--- config.mk ---
export PLATFORM = sky130hd
export DESIGN_NAME = upper_address_pin_mux
export DESIGN_NICKNAME = d
export VERILOG_FILES = /design/src/upper_address_pin_mux_pkg.sv /design/src/pin_keeper.sv /design/src/upper_address_pin_mux.sv
export SDC_FILE = /design/constraint.sdc
export NUM_CORES = 1
export LEC_CHECK = 0
export ABC_AREA = 1
export BUFFER_PORTS_ARGS = -buffer_cell sky130_fd_sc_hd__buf_4
export CAP_MARGIN = 20
export CORE_UTILIZATION = 39
export DETAILED_ROUTE_END_ITERATION = 12
export PLACE_DENSITY = 0.72
export SLEW_MARGIN = 20
export SYNTH_ARGS = -nofsm -noshare
export SYNTH_HDL_FRONTEND = slang
export SYNTH_SLANG_ARGS = --single-unit
--- constraint.sdc ---
create_clock -name core_clk -period 0.85 [get_ports core_clk]
set_input_delay 0.0425 -clock core_clk [delete_from_list [all_inputs] [get_ports core_clk]]
set_output_delay 0.0425 -clock core_clk [all_outputs]
set_load 0.01 [all_outputs]
--- src/upper_address_pin_mux_pkg.sv ---
/*
  Package for the upper address pin multiplexer: pin count, function
  codes and reset values.
  Assumes a single core clock domain; no software register bus.
*/
`default_nettype none
package upper_address_pin_mux_pkg;
  localparam int unsigned PIN_COUNT = 4;

  // Function chosen by the strap at reset release
  typedef enum logic {
    FUNC_GPIO,
    FUNC_ADDR
  } pin_func_t;

  localparam logic [PIN_COUNT-1:0] PINS_ZERO   = 4'h0;
  localparam logic                 KEEPER_RST  = 1'b1;
  localparam logic                 STRAP_HIGH  = 1'b1;
endpackage
`default_nettype wire

--- src/pin_keeper.sv ---
/*
  Per-pin bus holder: remembers the drive_out level of each pin while its
  drive_oe was set, and drives that level back weakly while the pin floats.
  Assumes pad levels are synchronous to core_clk.
*/
`timescale 1ns/10ps
`default_nettype none
module pin_keeper
  import upper_address_pin_mux_pkg::*;
#(
  parameter int unsigned WIDTH = PIN_COUNT
) (
  // Clock and reset
  input  wire logic             core_clk,
  input  wire logic             resetn,
  // Pad side
  input  wire logic [WIDTH-1:0] pad_in,
  input  wire logic [WIDTH-1:0] drive_oe,
  input  wire logic [WIDTH-1:0] drive_out,
  input  wire logic             keeper_en,
  // Keeper drive
  output logic      [WIDTH-1:0] hold_out,
  output logic      [WIDTH-1:0] hold_oe
);
  logic [WIDTH-1:0] level_q;
  logic [WIDTH-1:0] level_d;
  logic [WIDTH-1:0] hold_oe_d;

  // Track the driven level; while floating the held level is reinforced
  always_comb begin
    for (int i = 0; i < WIDTH; i++) begin
      level_d[i]   = drive_oe[i] ? drive_out[i] : level_q[i];
      hold_oe_d[i] = keeper_en & ~drive_oe[i];          // see (RULE_04)
    end
  end

  always_ff @(posedge core_clk) begin
    if (!resetn) begin
      level_q <= PINS_ZERO;
    end else begin
      level_q <= level_d;
    end
  end

  // Enable is not registered: a registered copy fed by the pad enable it
  // feeds would toggle every cycle; the top registers the merged enable
  assign hold_out = level_q;
  assign hold_oe  = hold_oe_d;
endmodule // pin_keeper
`default_nettype wire

--- src/upper_address_pin_mux.sv ---
/*
  Pin multiplexer for the four uppermost parallel-port address pins:
  general-purpose I/O or upper external memory address, chosen by a strap
  caught at reset release, with a software-controlled keeper.
  Assumes all inputs synchronous to core_clk; pad wiring resolves oe/out.
*/
`timescale 1ns/10ps
`default_nettype none
//
// Contract
// (RULE_01) Strap low at reset routes the pins to general-purpose I/O lines 3..0.
// (RULE_02) Strap high at reset routes the pins to memory address bits 21..18.
// (RULE_03) The function is fixed on the low-to-high edge of reset.
// (RULE_04) While the pins float, an enabled keeper holds the last driven level.
// (RULE_05) Keepers are enabled out of reset and software can toggle them.
// (RULE_06) In I/O mode all four lines are inputs after reset.
// (RULE_07) In address mode the outputs float throughout reset.
// (RULE_08) In address mode the outputs are enabled after reset and drive zero.
// (RULE_09) The pins float while bus hold mode is active.
// (RULE_10) The pins float in off mode (test reset 0, emulation 0 high, off pin low).
// (RULE_11) The pins float while reset is held low.
// (RULE_12) Strap stays stable in reset; the latched selection lasts until next reset.
module upper_address_pin_mux
  import upper_address_pin_mux_pkg::*;
#(
  parameter int unsigned WIDTH = PIN_COUNT
) (
  // Clock and reset
  input  wire logic             core_clk,
  input  wire logic             resetn,
  // Strap and mode pins
  input  wire logic             function_strap_pin,
  input  wire logic             bus_hold_req,
  input  wire logic             test_resetn,
  input  wire logic             emulation_pin_zero,
  input  wire logic             emulation_off_pin,
  // Keeper control bit of ext_bus_control_reg
  input  wire logic             keeper_enable_wr,
  input  wire logic             keeper_enable_val,
  // General-purpose I/O core side
  input  wire logic [WIDTH-1:0] gpio_dir_out,
  input  wire logic [WIDTH-1:0] gpio_out_val,
  output logic      [WIDTH-1:0] parallel_gp_io_lines,
  // Memory interface core side
  input  wire logic             addr_drive_en,
  input  wire logic [WIDTH-1:0] ext_mem_upper_address,
  // Pads
  input  wire logic [WIDTH-1:0] pad_in,
  output logic      [WIDTH-1:0] pad_out,
  output logic      [WIDTH-1:0] pad_oe,
  // Status
  output logic                  addr_mode,
  output logic                  keeper_enabled
);
  logic             rst_seen_q;
  logic             rst_seen_d;
  logic             addr_mode_d;
  logic             keeper_d;
  logic [WIDTH-1:0] pad_out_d;
  logic [WIDTH-1:0] pad_oe_d;
  logic [WIDTH-1:0] gpio_in_d;
  logic [WIDTH-1:0] hold_out;
  logic [WIDTH-1:0] hold_oe;
  logic [WIDTH-1:0] dir_q;
  logic [WIDTH-1:0] dir_d;
  logic             off_mode;
  logic             float_all;

  // Off mode and hold both force the pads to float
  assign off_mode  = ~test_resetn & emulation_pin_zero & ~emulation_off_pin; // see (RULE_10)
  assign float_all = off_mode | bus_hold_req;                                // see (RULE_09)

  // Strap catch: the first clocked cycle after release samples the strap
  always_comb begin
    rst_seen_d  = 1'b1;
    addr_mode_d = addr_mode;
    if (!rst_seen_q) begin
      addr_mode_d = (function_strap_pin == STRAP_HIGH);  // see (RULE_03) (RULE_12)
    end
  end

  // Keeper enable, written by software
  always_comb begin
    keeper_d = keeper_enabled;
    if (keeper_enable_wr) begin
      keeper_d = keeper_enable_val;                      // see (RULE_05)
    end
  end

  // Pad routing per selected function
  always_comb begin
    dir_d     = gpio_dir_out;
    gpio_in_d = pad_in;
    if (!rst_seen_q) begin
      dir_d = PINS_ZERO;                                 // see (RULE_06)
    end
    if (addr_mode) begin
      pad_out_d = ext_mem_upper_address;                 // see (RULE_02)
      pad_oe_d  = {WIDTH{addr_drive_en}};                // see (RULE_08)
    end else begin
      pad_out_d = gpio_out_val;                          // see (RULE_01)
      pad_oe_d  = dir_q;
    end
    if (float_all || !rst_seen_q) begin
      pad_oe_d = PINS_ZERO;
    end
  end

  // Registers; reset floats every pad and clears the driven level
  always_ff @(posedge core_clk) begin
    if (!resetn) begin
      rst_seen_q           <= 1'b0;
      addr_mode            <= 1'b0;
      keeper_enabled       <= KEEPER_RST;                // see (RULE_05)
      dir_q                <= PINS_ZERO;
      pad_out              <= PINS_ZERO;
      pad_oe               <= PINS_ZERO;                 // see (RULE_07) (RULE_11)
      parallel_gp_io_lines <= PINS_ZERO;
    end else begin
      rst_seen_q           <= rst_seen_d;
      addr_mode            <= addr_mode_d;
      keeper_enabled       <= keeper_d;
      dir_q                <= dir_d;
      pad_out              <= hold_oe_mux(pad_out_d, pad_oe_d);
      pad_oe               <= pad_oe_d | (hold_oe & ~pad_oe_d);
      parallel_gp_io_lines <= gpio_in_d;
    end
  end

  // When nobody drives, the keeper level takes the output
  function automatic logic [WIDTH-1:0] hold_oe_mux(input logic [WIDTH-1:0] v,
                                                   input logic [WIDTH-1:0] oe);
    hold_oe_mux = (v & oe) | (hold_out & ~oe);           // see (RULE_04)
  endfunction

  pin_keeper #(.WIDTH(WIDTH)) u_keeper (
    .core_clk  (core_clk),
    .resetn    (resetn),
    .pad_in    (pad_in),
    .drive_oe  (pad_oe_d),                               // Function drive only
    .drive_out (pad_out_d),
    .keeper_en (keeper_enabled & rst_seen_q),
    .hold_out  (hold_out),
    .hold_oe   (hold_oe)
  );
endmodule // upper_address_pin_mux
`default_nettype wire

Yosys cells after proc, flatten, opt, wreduce, memory -nomap -nowiden
Cells that the tools add are included.
Operators by class
  divide/modulo/power cells: 0
  bitwise operators: 20
  muxes and demuxes: 4
  reductions and logical operators: 3
  equal/unequal tests: 0
  $lt $le $gt $ge: 0
  $add $sub $neg: 0
  $mul: 0
  shift operators: 0
Operators with widths (number)
  bitwise AND 4 bit: 3
  two-way mux 4 bit: 3
  bitwise OR 4 bit: 2
  bitwise AND 1 bit: 7
  inverter 1 bit: 6
  inverter 4 bit: 1
  AND reduction 2 bit: 1
  logical NOT 1 bit: 1
  logical OR 1 bit: 1
  two-way mux 1 bit: 1
  bitwise OR 1 bit: 1
Storage, ports and cells
  bits of input ports: 26
  bits in writable memories: 0
  register bits after elaboration: 23
  bits in latches: 0
  bits in read-only memories: 0
  memories: 0

Logic depth before layout (Yosys ltp)
  depth after elaboration: 10
  gate-level depth with buffers: 7
  depth with buffers taken out: 7

By module
From an unflattened synthesis, not the netlist that was laid out.
Unflattened totals
  cell total of the unflattened synthesis: 153
  area, all modules: 1018.5 sq um
By module, submodules not included
  upper_address_pin_mux: area an instance 844.6 sq um, cells an instance 124, instances 1
  pin_keeper: area an instance 173.9 sq um, cells an instance 29, instances 1

Worst setup path after synthesis
Ideal clock, no wire load.
  path kind: reg2reg
  start: register addr_mode
  end: register pad_out[0]
  stages on the path, launching flop included: 8
  arrival: 0.894 ns
  buffers on the path: 0
  data required time: 0.734 ns
  clock period less this slack: 1.009 ns
  slack: -0.159 ns
  cell sequence: dfxtp_1 inv_2 nand2_1 nand2_1 nand3_2 nand2_1 nand2_1 nor2_2
On the way
  word-level cells in the longest chain between the ends: 5
RTL lines
  start, declared: line upper_address_pin_mux.sv:52  | output logic addr_mode,
  start signal, assigned: line upper_address_pin_mux.sv:121  | addr_mode <= addr_mode_d;
  two-way mux 4 bit: line upper_address_pin_mux.sv:97  | if (addr_mode) begin
  two-way mux 4 bit: line upper_address_pin_mux.sv:104  | if (float_all || !rst_seen_q) begin
  inverter 4 bit: line upper_address_pin_mux.sv:133  | hold_oe_mux = (v & oe) | (hold_out & ~oe);
  bitwise AND 4 bit: line upper_address_pin_mux.sv:133
  bitwise OR 4 bit (*): line upper_address_pin_mux.sv:133
  end signal, assigned: line upper_address_pin_mux.sv:124  | pad_out <= hold_oe_mux(pad_out_d, pad_oe_d);
  end, declared: line upper_address_pin_mux.sv:49  | output logic [WIDTH-1:0] pad_out,
Mark *: on every way between the ends. The rest lies on a longest branch, timed or not.
A chain may end at the register's enable or synchronous reset.

Worst setup path in the final report
  start: register addr_mode
  end: output addr_mode
No word-level cell between the ends.

==> summary.txt <==
Area Overhead vs Synth: 68.6%
pre-CTS WS: -112 ps
failing checks: negative setup slack
drt drc: 0
final core utilization: 70.7%
Critical Path Source Type: flop
Leak: 0.734 nW
first-pass GRT wire length: 3.31 mm
worst setup margin: -133 ps
1st-pass router iterations: 4
total number of vias: 811
Vias/cell: 4.29
pwr/cell area: 1460 mW/mm²
post-route design area: 0.00142 mm²
Min Hold Slack: 15.0 ps
hpwl dp: 1.32 mm
maxcap violations: 0
Tot GR Track Use: 18.2%
placed cell area: 0.00117 mm²
Avg Inst Size Synth: 8.15 µm²
Layout Skew: 5.24 ps
number of global-route vias before repair: 788
Final Non-Filler Cells: 189
Mapped Area: 840 µm²
Final ANT Viol Nets: 0
Die W: 48.4 µm
H-tree Lvls: 1
max frequency: 1.02 GHz
top-level I/O count: 40
Final min period: 983 ps
final setup fails: 18
Relative slew margins: 86.0%
hold crit path type: in -> reg
First DRT Iteration DRCs: 18
n_diodes: 0
commonest non-fill, non-tap cell in the layout: buf_4
CP endpoint kind: output port
chip height: 48.4 µm
PnR Total Power: 2.06 mW
post-synthesis cell count: 103
crit path kind: reg -> out
initial antenna violation count: 0
TritonCTS buffer count: 3
status: complete, but fails checks
root buffer cell: clkbuf_4
CTS sink cnt: 23
# rows: 16
synthesis warning total: 0
CP max FO: 4
Initial Utilization: 41.9%
clock-pin slew on the worst setup and hold paths: 130 ps
most frequent cells in the layout: buf_4 (41), nand2_1 (28), dfxtp_1 (19), inv_1 (16), dlygate4sd3_1 (11)
Clock Path Buffers: 2
Fin. Hold Viols: 0
clock latency on the worst-skew pair: 300 ps
largest net degree at the start of global routing: 14
Max Transition Viols Final: 0
CP required: 810 ps
dpl cells: 170
RSZ-0062 raised after global routing: true
die area: 0.00234 mm²
post-synth cell types: 13
TNS Setup: -1380 ps
core area: 0.00200 mm²
Final period util: 116%
layout cell share with drive strength beyond 1: 48.8%
CTS tree: yes
Worst Path Arrival: 940 ps
worst slew pin tran: 210 ps
Wirelength per Cell: 10.5 µm
Nets: 189
final RePlAce weighted congestion: 0.780
Post-Route WL: 1.99 mm
remaining global-route overflow: 0
maximum VDD drop: 1.08 mV
IO Port Bufs: 39
Seq/Total Area, Yosys: 54.8%
syn nets: 129
Yosys reg bits: 23
where the power goes:
| part | total, mW | internal, mW | switching [mW] | leakage [nW] |
|---|---|---|---|---|
| registers | 1.16 | 1.13 | 0.0260 | 0.190 |
| clock network | 0.498 | 0.175 | 0.323 | 0.0177 |
| logic | 0.404 | 0.229 | 0.175 | 0.526 |
| total | 2.06 | 1.54 | 0.524 | 0.734 |
flip-flops by register name (all words and copies together) (netlist names):
register	cells
dir_q	4
u_keeper.hold_out	4
parallel_gp_io_lines	4
addr_mode	1
pad_oe	4
keeper_enabled	1
rst_seen_q	1
pad_out	4
logic make-up after synthesis:
group                  count (synthesis)  synth area share [%]
AOI/OAI and AO/OA                      8                  4.77
and+or+nand+nor                       53                  30.7
DFF                                   23                  54.8
buffers and inverters                 19                  9.69
worst max-delay path, cell delays in order (launching register included):
cell     delay [ps]
dfxtp_4         400
buf_6           130
buf_6           110
final cells by class:
class,count,area (µm²)
tap,27,33.8
inverter,18,72.6
clock buffer,3,22.5
timing repair buffer,56,463
sequential,23,468
clock inverter,1,5.00
fill,156,587
multi-input combinational,61,350
cell usage after synthesis, drive strengths merged:
cell	n	area [µm²]
a21oi	6	30.0
clkbuf	1	13.8
dfxtp	23	460
inv	18	67.6
nand2	35	134
nand3	5	57.6
nor2	13	66.3
o21ai	2	10.0
per-layer routing:
metal / track usage, % / wire, µm / vias up / part of all wire (%)
met3: 3.77 / 89 / 2 / 4.5
met4: 8.33 / 17 / 0 / 0.85
li1: - / - / 424 / -
met1: 20.5 / 873 / 361 / 44
met5: 0 / 0 / - / 0
met2: 32.9 / 1010 / 24 / 51
path summary, 6_finish.rpt:
path | from | end | slack [ps] | depth (start not counted)
setup / recovery | addr_mode$_SDFFE_PN0N_ | addr_mode | -130 | 2
hold / removal | resetn | parallel_gp_io_lines[0]$_SDFF_PN0_ | 10 | 3
hold reg to reg | u_keeper.hold_out[0]$_SDFFE_PN0P_ | pad_out[0]$_SDFF_PN0_ | 520 | 4
setup reg to reg | addr_mode$_SDFFE_PN0N_ | u_keeper.hold_out[1]$_SDFFE_PN0P_ | -130 | 7
what timing repair did:
action,4_1_cts,5_1_grt
buffers inserted,1,3
pin swaps,4,6
endpoints found under the hold margin,10,0
gates resized for setup,10,13
endpoints found under the setup margin,12,16
hold buffers,11,0
No activity file was read; power rests on OpenSTA's default activity.
